## config.mk

```make
export PLATFORM = sky130hd
export DESIGN_NAME = gtmr_timer
export DESIGN_NICKNAME = d
export VERILOG_FILES = /design/src/verilog/gtmr_pkg.sv /design/src/verilog/gtmr_edge_sync.sv /design/src/verilog/gtmr_timer.sv
export SDC_FILE = /design/constraint.sdc
export NUM_CORES = 1
export LEC_CHECK = 0
export BUFFER_PORTS_ARGS = -buffer_cell sky130_fd_sc_hd__clkbuf_2
export CAP_MARGIN = 30
export CORE_MARGIN = 10
export CORE_UTILIZATION = 30
export CTS_CLUSTER_DIAMETER = 200
export DETAILED_ROUTE_END_ITERATION = 7
export MAX_ROUTING_LAYER = met4
export SYNTH_ARGS = -nofsm -noshare
export SYNTH_HDL_FRONTEND = slang
export SYNTH_SLANG_ARGS = --single-unit
```

## constraint.sdc

```tcl
create_clock -name clk -period 2.6 [get_ports clk]
set_clock_uncertainty 0.1 [all_clocks]
set_input_delay 0.52 -clock clk [delete_from_list [all_inputs] [get_ports clk]]
set_output_delay 0.52 -clock clk [all_outputs]
set_load 0.03 [all_outputs]
```

## src/verilog/gtmr_pkg.sv

```systemverilog
package gtmr_pkg;

   // Register byte offsets
   localparam logic [7:0] OFS_CTRL = 8'h00;
   localparam logic [7:0] OFS_GATE = 8'h04;
   localparam logic [7:0] OFS_CNTL = 8'h08;
   localparam logic [7:0] OFS_CNTH = 8'h0C;
   localparam logic [7:0] OFS_STAT = 8'h10;
   localparam logic [7:0] OFS_MASK = 8'h14;

   // timer_control_reg fields
   localparam int CTRL_ON = 0;
   localparam int CTRL_NSYNC = 1;
   localparam int CTRL_CLKSEL = 2;
   localparam int CTRL_OSCEN = 3;
   localparam int CTRL_PS_LO = 4;
   localparam int CTRL_PS_HI = 5;

   // gate_control_reg fields
   localparam int GATE_SRC_LO = 0;
   localparam int GATE_SRC_HI = 1;
   localparam int GATE_POL = 6;
   localparam int GATE_EN = 7;

   localparam int STAT_OVF = 0;

   localparam logic [7:0] CTRL_RST = 8'h00;
   localparam logic [7:0] GATE_RST = 8'h00;
   localparam logic [7:0] STAT_RST = 8'h00;
   localparam logic [7:0] MASK_RST = 8'h00;
   localparam logic [15:0] COUNT_RST = 16'h0000;
   localparam logic [15:0] COUNT_MAX = 16'hFFFF;

   // Internal timer clock is the system clock divided by this
   localparam int INT_CLK_DIV = 4;

   localparam logic [1:0] HTRANS_NONSEQ = 2'b10;

   typedef enum logic [0:0]
   {
      CLK_INTERNAL = 1'b0,
      CLK_EXTERNAL = 1'b1
   } gtmr_clksrc_type;

   typedef enum logic [1:0]
   {
      BUS_IDLE = 2'b00,
      BUS_WRITE = 2'b01,
      BUS_READ1 = 2'b10,
      BUS_READ2 = 2'b11
   } gtmr_bus_type;

   // Terminal prescale count for 1, 2, 4 or 8
   function automatic logic [2:0] prescale_limit(input logic [1:0] sel);
      case (sel)
         2'b00: prescale_limit = 3'h0;
         2'b01: prescale_limit = 3'h1;
         2'b10: prescale_limit = 3'h3;
         default: prescale_limit = 3'h7;
      endcase
   endfunction

endpackage

```

## src/verilog/gtmr_edge_sync.sv

```systemverilog
`timescale 1ns/100ps
module gtmr_edge_sync
   import gtmr_pkg::*;
(
   input wire logic clk,
   input wire logic sys_rst,
   input wire logic pinIn,
   input wire logic bypassSync,
   output logic risePulse
);

   logic syncA_reg;
   logic syncB_reg;
   logic syncPrev_reg;
   logic raw_reg;
   logic rawPrev_reg;

   always_ff @(posedge clk or posedge sys_rst)
   begin
      if (sys_rst)
      begin
         syncA_reg <= 1'b0;
         syncB_reg <= 1'b0;
         syncPrev_reg <= 1'b0;
      end
      else
      begin
         syncA_reg <= pinIn;
         syncB_reg <= syncA_reg;
         syncPrev_reg <= syncB_reg;
      end
   end

   // Short path, no resynchronisation
   always_ff @(posedge clk or posedge sys_rst)
   begin
      if (sys_rst)
      begin
         raw_reg <= 1'b0;
         rawPrev_reg <= 1'b0;
      end
      else
      begin
         raw_reg <= pinIn;
         rawPrev_reg <= raw_reg;
      end
   end

   // Paths differ in depth, so a mode switch can drop or repeat an edge
   assign risePulse = bypassSync ? (raw_reg & ~rawPrev_reg) : (syncB_reg & ~syncPrev_reg);

endmodule

```

## src/verilog/gtmr_timer.sv

```systemverilog
`timescale 1ns/100ps
module gtmr_timer
   import gtmr_pkg::*;
#(
   parameter int INT_DIV = INT_CLK_DIV
)
(
   input wire logic clk,
   input wire logic sys_rst,
   input wire logic hsel,
   input wire logic [31:0] haddr,
   input wire logic [1:0] htrans,
   input wire logic hwrite,
   input wire logic [2:0] hsize,
   input wire logic [31:0] hwdata,
   input wire logic hready,
   output logic hreadyout,
   output logic [31:0] hrdata,
   output logic hresp,
   input wire logic timerClockPin,
   input wire logic crystalInputPin,
   output logic crystalAmpOutputPin,
   output logic crystalAmpOutputOe,
   input wire logic gateSignal,
   input wire logic [2:0] gateAltIn,
   input wire logic sleepIn,
   output logic irq
);

   gtmr_bus_type busState_reg;
   logic [7:0] busAddr_reg;
   logic [7:0] timerControl_reg;
   logic [7:0] gateControl_reg;
   logic [7:0] status_reg;
   logic [7:0] mask_reg;
   logic [15:0] count_reg;
   logic [2:0] prescale_reg;
   logic [7:0] intDiv_reg;
   logic hreadyout_reg;
   logic [31:0] hrdata_reg;
   logic crystalAmp_reg;
   logic crystalOe_reg;
   logic irq_reg;

   logic accept;
   logic wrCtrl, wrGate, wrCntL, wrCntH, wrCount, wrStat, wrMask;
   logic timerOn, syncDisable, oscEnable;
   gtmr_clksrc_type clkSel;
   logic [1:0] prescaleSelect;
   logic gateEnable, gatePolarity, gateLevel, gateOk;
   logic extPin, extRise, intTick, srcAllowed, srcTick;
   logic prescaleStep, incTick, overflowEvent;
   logic [7:0] status_next;
   logic [31:0] readMux;

   assign hreadyout = hreadyout_reg;
   assign hrdata = hrdata_reg;
   assign hresp = 1'b0;
   assign crystalAmpOutputPin = crystalAmp_reg;
   assign crystalAmpOutputOe = crystalOe_reg;
   assign irq = irq_reg;

   assign timerOn = timerControl_reg[CTRL_ON];
   assign syncDisable = timerControl_reg[CTRL_NSYNC];
   assign oscEnable = timerControl_reg[CTRL_OSCEN];
   assign clkSel = gtmr_clksrc_type'(timerControl_reg[CTRL_CLKSEL]);
   assign prescaleSelect = timerControl_reg[CTRL_PS_HI:CTRL_PS_LO];
   assign gateEnable = gateControl_reg[GATE_EN];
   assign gatePolarity = gateControl_reg[GATE_POL];

   // Bus interface: writes complete with no wait, reads take one wait state
   assign accept = hsel && hready && (htrans == HTRANS_NONSEQ);
   assign wrCtrl = (busState_reg == BUS_WRITE) && (busAddr_reg == OFS_CTRL);
   assign wrGate = (busState_reg == BUS_WRITE) && (busAddr_reg == OFS_GATE);
   assign wrCntL = (busState_reg == BUS_WRITE) && (busAddr_reg == OFS_CNTL);
   assign wrCntH = (busState_reg == BUS_WRITE) && (busAddr_reg == OFS_CNTH);
   assign wrStat = (busState_reg == BUS_WRITE) && (busAddr_reg == OFS_STAT);
   assign wrMask = (busState_reg == BUS_WRITE) && (busAddr_reg == OFS_MASK);
   assign wrCount = wrCntL || wrCntH;

   always_ff @(posedge clk or posedge sys_rst)
   begin
      if (sys_rst)
      begin
         busState_reg <= BUS_IDLE;
         busAddr_reg <= 8'h00;
         hreadyout_reg <= 1'b1;
      end
      else
      begin
         case (busState_reg)
            BUS_READ1:
            begin
               busState_reg <= BUS_READ2;
               hreadyout_reg <= 1'b1;
            end
            default:
            begin
               if (accept)
               begin
                  busAddr_reg <= haddr[7:0];
                  busState_reg <= hwrite ? BUS_WRITE : BUS_READ1;
                  hreadyout_reg <= hwrite;
               end
               else
               begin
                  busState_reg <= BUS_IDLE;
                  hreadyout_reg <= 1'b1;
               end
            end
         endcase
      end
   end

   // Count is in the system clock domain, so a byte read is never torn
   always_comb
   begin
      readMux = 32'h0000_0000;
      case (busAddr_reg)
         OFS_CTRL: readMux[7:0] = timerControl_reg;
         OFS_GATE: readMux[7:0] = gateControl_reg;
         OFS_CNTL: readMux[7:0] = count_reg[7:0];
         OFS_CNTH: readMux[7:0] = count_reg[15:8];
         OFS_STAT: readMux[7:0] = status_reg;
         OFS_MASK: readMux[7:0] = mask_reg;
         default: readMux = 32'h0000_0000;
      endcase
   end

   always_ff @(posedge clk or posedge sys_rst)
   begin
      if (sys_rst)
      begin
         hrdata_reg <= 32'h0000_0000;
      end
      else if (busState_reg == BUS_READ1)
      begin
         hrdata_reg <= readMux;
      end
   end

   always_ff @(posedge clk or posedge sys_rst)
   begin
      if (sys_rst)
      begin
         timerControl_reg <= CTRL_RST;
         gateControl_reg <= GATE_RST;
         mask_reg <= MASK_RST;
      end
      else
      begin
         if (wrCtrl)
         begin
            timerControl_reg <= hwdata[7:0];
         end
         if (wrGate)
         begin
            gateControl_reg <= {hwdata[7:6], 4'h0, hwdata[1:0]};
         end
         if (wrMask)
         begin
            mask_reg <= {7'h00, hwdata[STAT_OVF]};
         end
      end
   end

   // Crystal amplifier modelled as an inverter; sleep does not stop it
   always_ff @(posedge clk or posedge sys_rst)
   begin
      if (sys_rst)
      begin
         crystalAmp_reg <= 1'b0;
         crystalOe_reg <= 1'b0;
      end
      else
      begin
         crystalAmp_reg <= oscEnable & ~crystalInputPin;
         crystalOe_reg <= oscEnable;
      end
   end

   assign extPin = oscEnable ? crystalInputPin : timerClockPin;

   gtmr_edge_sync u_ext_edge
   (
      .clk(clk),
      .sys_rst(sys_rst),
      .pinIn(extPin),
      .bypassSync(syncDisable),
      .risePulse(extRise)
   );

   // Internal timer clock stops while the core sleeps
   always_ff @(posedge clk or posedge sys_rst)
   begin
      if (sys_rst)
      begin
         intDiv_reg <= 8'h00;
      end
      else if (!sleepIn)
      begin
         intDiv_reg <= (intDiv_reg == 8'(INT_DIV - 1)) ? 8'h00 : intDiv_reg + 8'h01;
      end
   end
   assign intTick = !sleepIn && (intDiv_reg == 8'h00);

   assign srcAllowed = !sleepIn || (syncDisable && (clkSel == CLK_EXTERNAL));
   assign srcTick = srcAllowed && ((clkSel == CLK_EXTERNAL) ? extRise : intTick);

   always_comb
   begin
      case (gateControl_reg[GATE_SRC_HI:GATE_SRC_LO])
         2'b00: gateLevel = gateSignal;
         2'b01: gateLevel = gateAltIn[0];
         2'b10: gateLevel = gateAltIn[1];
         default: gateLevel = gateAltIn[2];
      endcase
   end

   assign gateOk = !gateEnable || (gateLevel == gatePolarity);
   assign prescaleStep = timerOn && srcTick && gateOk;
   // At or above terminal, so lowering prescale_select mid-count cannot stall a full wrap
   assign incTick = prescaleStep && (prescale_reg >= prescale_limit(prescaleSelect));
   assign overflowEvent = incTick && !wrCount && (count_reg == COUNT_MAX);

   always_ff @(posedge clk or posedge sys_rst)
   begin
      if (sys_rst)
      begin
         prescale_reg <= 3'h0;
      end
      else if (wrCount)
      begin
         prescale_reg <= 3'h0;
      end
      else if (incTick)
      begin
         prescale_reg <= 3'h0;
      end
      else if (prescaleStep)
      begin
         prescale_reg <= prescale_reg + 3'h1;
      end
   end

   // A byte write beats a coincident increment
   always_ff @(posedge clk or posedge sys_rst)
   begin
      if (sys_rst)
      begin
         count_reg <= COUNT_RST;
      end
      else if (wrCount)
      begin
         if (wrCntL)
         begin
            count_reg[7:0] <= hwdata[7:0];
         end
         if (wrCntH)
         begin
            count_reg[15:8] <= hwdata[7:0];
         end
      end
      else if (incTick)
      begin
         count_reg <= count_reg + 16'h0001;
      end
   end

   // Hardware set wins over a write-one clear in the same cycle
   always_comb
   begin
      status_next = status_reg;
      if (wrStat)
      begin
         status_next = status_reg & ~{7'h00, hwdata[STAT_OVF]};
      end
      if (overflowEvent)
      begin
         status_next[STAT_OVF] = 1'b1;
      end
   end

   always_ff @(posedge clk or posedge sys_rst)
   begin
      if (sys_rst)
      begin
         status_reg <= STAT_RST;
         irq_reg <= 1'b0;
      end
      else
      begin
         status_reg <= status_next;
         irq_reg <= |(status_reg & mask_reg);
      end
   end
endmodule
```

Yosys cells after proc, flatten, opt, wreduce, memory -nomap -nowiden --
Index checks and enable logic that the tools add are counted.
Word-level totals: bits of input ports 81, logic and storage cells 104, flip-flop bits (word level) 73
Cells by class: equal/unequal tests 17, add/subtract/negate cells 3, $lt $le $gt $ge 1, bitwise operators 10, reductions and logical operators 33, mux-type cells 21
Operators by type and width (number):
- $pmux W8 S6 | 1
- $mux W16 | 2
- $mux W8 | 3
- $add A16 B1 Y16 const B | 1
- $eq A16 B16 Y1 const B | 1
- $eq A8 B4 Y1 const B | 2
- $eq A8 B5 Y1 const B | 2
- $logic_and A1 B1 Y1 | 16
- $logic_not A8 Y1 | 2
- $mux W3 | 3
- $pmux W3 S3 | 1
- $add A8 B1 Y8 const B | 1
- $and A8 B1 Y8 | 1
- $and A8 B8 Y8 | 1
- $eq A2 B2 Y1 const B | 4
- $eq A8 B2 Y1 const B | 1
- $eq A8 B3 Y1 const B | 1
- $not A1 Y8 | 1
- $reduce_or A8 Y1 | 1
- $mux W1 | 7
- $eq A2 B1 Y1 const B | 3
- $mux W2 | 3
- $reduce_and A2 Y1 | 3
- $logic_not A2 Y1 | 2
- 11 further kinds | 22

Depth between registers and ports, before layout --
depth after elaboration 11, mapped depth 9

Modules after synthesis --
From an unflattened synthesis, not the netlist that was laid out.
Second synthesis, totals: cell total of the unflattened synthesis 365, area total of the unflattened synthesis 3761.1 um^2
Modules (own cells, without submodules):
- gtmr_timer | area an instance 3659.8 um^2, cells each 358, seq. area each 1577.8 um^2, instances 1
- gtmr_edge_sync | area an instance 101.3 um^2, cells each 7, seq. area each 75.1 um^2, instances 1

Worst setup path after synthesis --
No wires, ideal clock.
path type register to register, start point register intDiv_reg[3], end point register count_reg[2], setup time 0.141 ns, stages on the path, launching flop included 8, buffers on the path 1, arrival time 2.407 ns, slack -0.048 ns, cells stage by stage dfrtp_1 -> or4_4 -> or4_1 -> a32o_1 -> or2_4 -> buf_6 -> o311ai_2 -> o311ai_1
Between the ends: cells in the longest elaborated chain, start to end 9
Ends and longest elaborated chain:
- start, declared | line gtmr_timer.sv:38 | logic [7:0] intDiv_reg;
- start signal, assigned | line gtmr_timer.sv:202 | intDiv_reg <= (intDiv_reg == 8'(INT_DIV - 1)) ? 8'h00 : intDiv_reg + 8'h01;
- $logic_not A8 Y1 | line gtmr_timer.sv:205 | assign intTick = !sleepIn && (intDiv_reg == 8'h00);
- $logic_and A1 B1 Y1 | line gtmr_timer.sv:205
- $mux W1 | line gtmr_timer.sv:208 | assign srcTick = srcAllowed && ((clkSel == CLK_EXTERNAL) ? extRise : intTick);
- $logic_and A1 B1 Y1 | line gtmr_timer.sv:208
- $logic_and A1 B1 Y1 (2 in a row) | line gtmr_timer.sv:221 | assign prescaleStep = timerOn && srcTick && gateOk;
- $logic_and A1 B1 Y1 | line gtmr_timer.sv:223 | assign incTick = prescaleStep && (prescale_reg >= prescale_limit(prescaleSelect));
- $reduce_bool A2 Y1 (no line)
- $reduce_and A2 Y1 (no line)
- end signal, assigned | line gtmr_timer.sv:257 | count_reg[7:0] <= hwdata[7:0];
- end signal, assigned | line gtmr_timer.sv:266 | count_reg <= count_reg + 16'h0001;
- end, declared | line gtmr_timer.sv:36 | logic [15:0] count_reg;
No other way between the ends. A chain may end at the register's enable or synchronous reset.

Worst setup path in the final report --
start point register intDiv_reg[6], end point register count_reg[15]
The elaborated chain is that of the path after synthesis.

==> impl_metrics.py <==
metrics = {
    "sta": {
        "timing.slew.headroom_pct": 61.3,
        "rsz0062_at_grt": "true",
        "period_share_pct": 102,
        "worstMarginPinSlew_ps": 577,
        "setup_viol": 8,
        "maxSlewViolCount": 0,
        "hold_viol": 0,
        "layout_min_cycle_time_ps": 2660,
        "finalSetupTns_ps": -260,
        "layout_setup_ws_ps": -60.7,
        "max_freq_ghz": 0.376,
    },
    "grt": {
        "grt_pass1_wl_um": 15500,
        "grt_overflow_total": 0,
        "grt_pass1_vias": 3026,
        "grt_util_all_layers_pct": 12.0,
        "grt_max_degree": 67,
        "grt_antenna_before_repair": 0,
    },
    "clocking": {
        "cts_tree": "built",
        "numCtsBuffers": 9,
        "cts_sinks": 66,
        "clk_pin_slew_ps": 50,
        "clock_path_buffers": 2,
        "htreeDepth": 3,
        "root_buffer": "clkbuf_16",
        "clock_latency_ps": 340,
    },
    "synth": {
        "synth_flop_cell": "dfrtp_1",
        "synth_xor_area_share_pct": 1.92,
        "synth_compound_area_share_pct": 12.5,
        "yosysSeqAreaShare_pct": 45.3,
        "synthCells": 342,
        "synthArstFlopShare_pct": 100,
        "yosys.area_share.adder_pct": 2.40,
        "yosys.cell_types.count": 66,
        "synth.avg_cell_area_sq_um": 10.7,
        "yosys_warnings": 0,
        "synth_edf_count": 0,
        "synth_top_family_by_area": "simple AND/OR/NAND/NOR gates",
        "synth_mux_area_share_pct": 11.4,
        "synth_seq_cells": 66,
        "synthesis.area_sq_um": 3650,
        "yosys.area_share.simple_pct": 18.7,
    },
    "run_status": {
        "violations": "negative setup slack",
        "status": "complete, but fails checks",
    },
    "setup_path": {
        "crit_slowest_cell": "or4_4",
        "critPathBufInv": 0,
        "cp_top_family": "simple AND/OR/NAND/NOR gates",
        "startpoint_type": "register",
        "critical_path.max_stage_delay_ps": 540,
        "crit_type": "reg2reg",
        "critPathRequiredTime_ps": 2710,
        "endpoint_kind": "register",
        "crit_fanout": 5,
        "critical_path_arrival_ps": 2770,
        "worstPathCellList": "or4_4 -> or4_1 -> a32o_2 -> or2_4 -> o32ai_2 -> a21oi_1",
    },
    "final_layout": {
        "antenna_cells": 0,
        "synthToLayoutAreaGrowth_pct": 25.2,
        "fin_nets": 500,
        "largest_reg_flops": 16,
        "fin_cells": 564,
        "finish.instance_area_sq_um": 4570,
        "drive_gt1_share_pct": 33.3,
    },
    "detailed_routing": {
        "routed_via_density": 5.12,
        "drt_iter0_drc": 263,
        "drc": 0,
        "ant_nets": 0,
        "vias": 2885,
        "firstDrtPassIters": 5,
        "drt_wl_total_um": 9650,
        "wire_per_inst_um": 17.1,
    },
    "die": {
        "die_w_um": 130,
        "die_area_sq_um": 17000,
        "fp.coreArea_sq_um": 12000,
        "ios": 118,
        "start_util_pct": 30.5,
        "num_rows": 40,
        "die-height_um": 130,
    },
    "placed_design": {
        "placedCellCount": 545,
        "io_buffer_count": 41,
        "place_congestion": 0.889,
        "post_dp_cell_area_sq_um": 4110,
        "hpwlAfterDp_um": 7140,
    },
    "power": {
        "power_density_nw_per_um2": 932,
        "vdd.ir_drop.worst_v": 0.000289,
        "p_leak_uw": 0.00202,
    },
    "flow_run": {
        "cap_violations": 0,
    },
    "worst_hold_path": {
        "hp-class": "in2async",
    },
}
worst paths after layout:
kind | startpoint | slack (ps) | cells past startpoint | endpoint
min in group clk | crystalInputPin | 240 | 2 | crystalAmpOutputPin$_DFF_PP0_
setup reg to reg | intDiv_reg[6]$_DFFE_PP0N_ | -60 | 6 | count_reg[15]$_DFFE_PP0P_
hold / removal | sys_rst | 140 | 3 | gateControl_reg[0]$_DFFE_PP0P_
hold reg to reg | u_ext_edge.syncA_reg$_DFF_PP0_ | 280 | 0 | u_ext_edge.syncB_reg$_DFF_PP0_
setup / recovery | intDiv_reg[6]$_DFFE_PP0N_ | -60 | 6 | count_reg[15]$_DFFE_PP0P_
max in group asynchronous | sys_rst | 1950 | 3 | hreadyout$_DFF_PP1_
power breakdown:
part	internal [uW]	switching, uW
sequential	1320	278
clock	857	434
combinational	631	736
cell type report:
type                    count  area, sq um
clock buffers              10          239
clock inverters             6         80.1
fillers                  1187         7390
inverters                   9         33.8
multi-input cells         254         1920
flip-flops and latches     66         1650
well taps                 147          184
repair buffers             72          458
routing by layer:
metal  part of all wire (%)  GRT usage [%]  vias up  routed length [um]
met4                    1.2           4.76        0                 117
met1                     43           14.3     1407                4170
met2                     47           18.1       89                4580
met5                      0              -        -                   0
li1                       -              -     1376                   -
met3                    8.1           4.22       13                 786
timing repair:
action                                  CTS  global route
buffers inserted                          0             2
pin swaps                                 1            12
resized for setup                         4            20
hold buffers                              0             0
endpoints found under the setup margin    9            19
cloned                                    1             0
per-stage QoR:
step                hold slack [ps]  utilization, %  setup WS [ps]  total power [uW]
CTS                             152            37.2          -28.0              4210
floorplan                       247               -           6.00              2440
finish                          142            38.2          -60.7              4260
global placement                263            34.4           -198              2840
global route                    173            38.2           -133              4530
detailed placement              268            34.4           -202              2890
worst min-delay path, stage by stage:
cell and delay (ps):
clkbuf_2 80, inv_2 60, buf_12 320
cells in the final DEF (no fill, tap or decap), types with 7 or more instances in the layout:
cell,Yosys,routed
nor2_1,16,16
a21oi_1,9,9
a22o_1,7,7
o21ai_0,11,8
clkbuf_2,0,41
mux2i_1,9,9
nand3_1,8,7
nand2_1,24,24
conb_1,1,25
buf_4,25,28
dfrtp_1,65,65
mux2_2,21,21
nor3_1,10,10
clkbuf_16,0,9
logic make-up after synthesis:
kind of cell / Yosys count
AND/OR/NAND/NOR: 117
flip-flops: 66
AO/OA/AOI/OAI: 62
buffers and inverters: 47
multiplexers: 34
XOR/XNOR: 8
adder cells (fa/ha/maj): 7
other: 1
synth_stat cells, types with 3 or more instances:
master / instances / share of area [%]
o211ai_1: 3 / 0.62
mux4_2: 4 / 2.5
and3_1: 5 / 0.86
nand4_1: 6 / 1.0
nor4_1: 5 / 0.86
nor3_1: 10 / 1.4
xnor2_1: 4 / 0.96
buf_4: 25 / 5.1
o21ai_0: 11 / 1.5
nand2_1: 24 / 2.5
dfrtp_1: 65 / 45
mux2i_1: 9 / 2.5
nand3b_1: 3 / 0.62
a31oi_1: 5 / 0.86
nor3b_1: 4 / 0.82
nand3_1: 8 / 1.1
nor2_1: 16 / 1.6
inv_1: 9 / 0.93
mux2_2: 21 / 6.5
a211oi_1: 6 / 1.2
nor2b_1: 5 / 0.86
clkbuf_1: 10 / 1.0
a22o_1: 7 / 1.7
or4_1: 4 / 0.82
xor2_1: 4 / 0.96
ha_1: 7 / 2.4
nand2b_1: 4 / 0.69
nor4b_1: 3 / 0.72
a21oi_1: 9 / 1.2
Power figures use the tool's default switching activity.
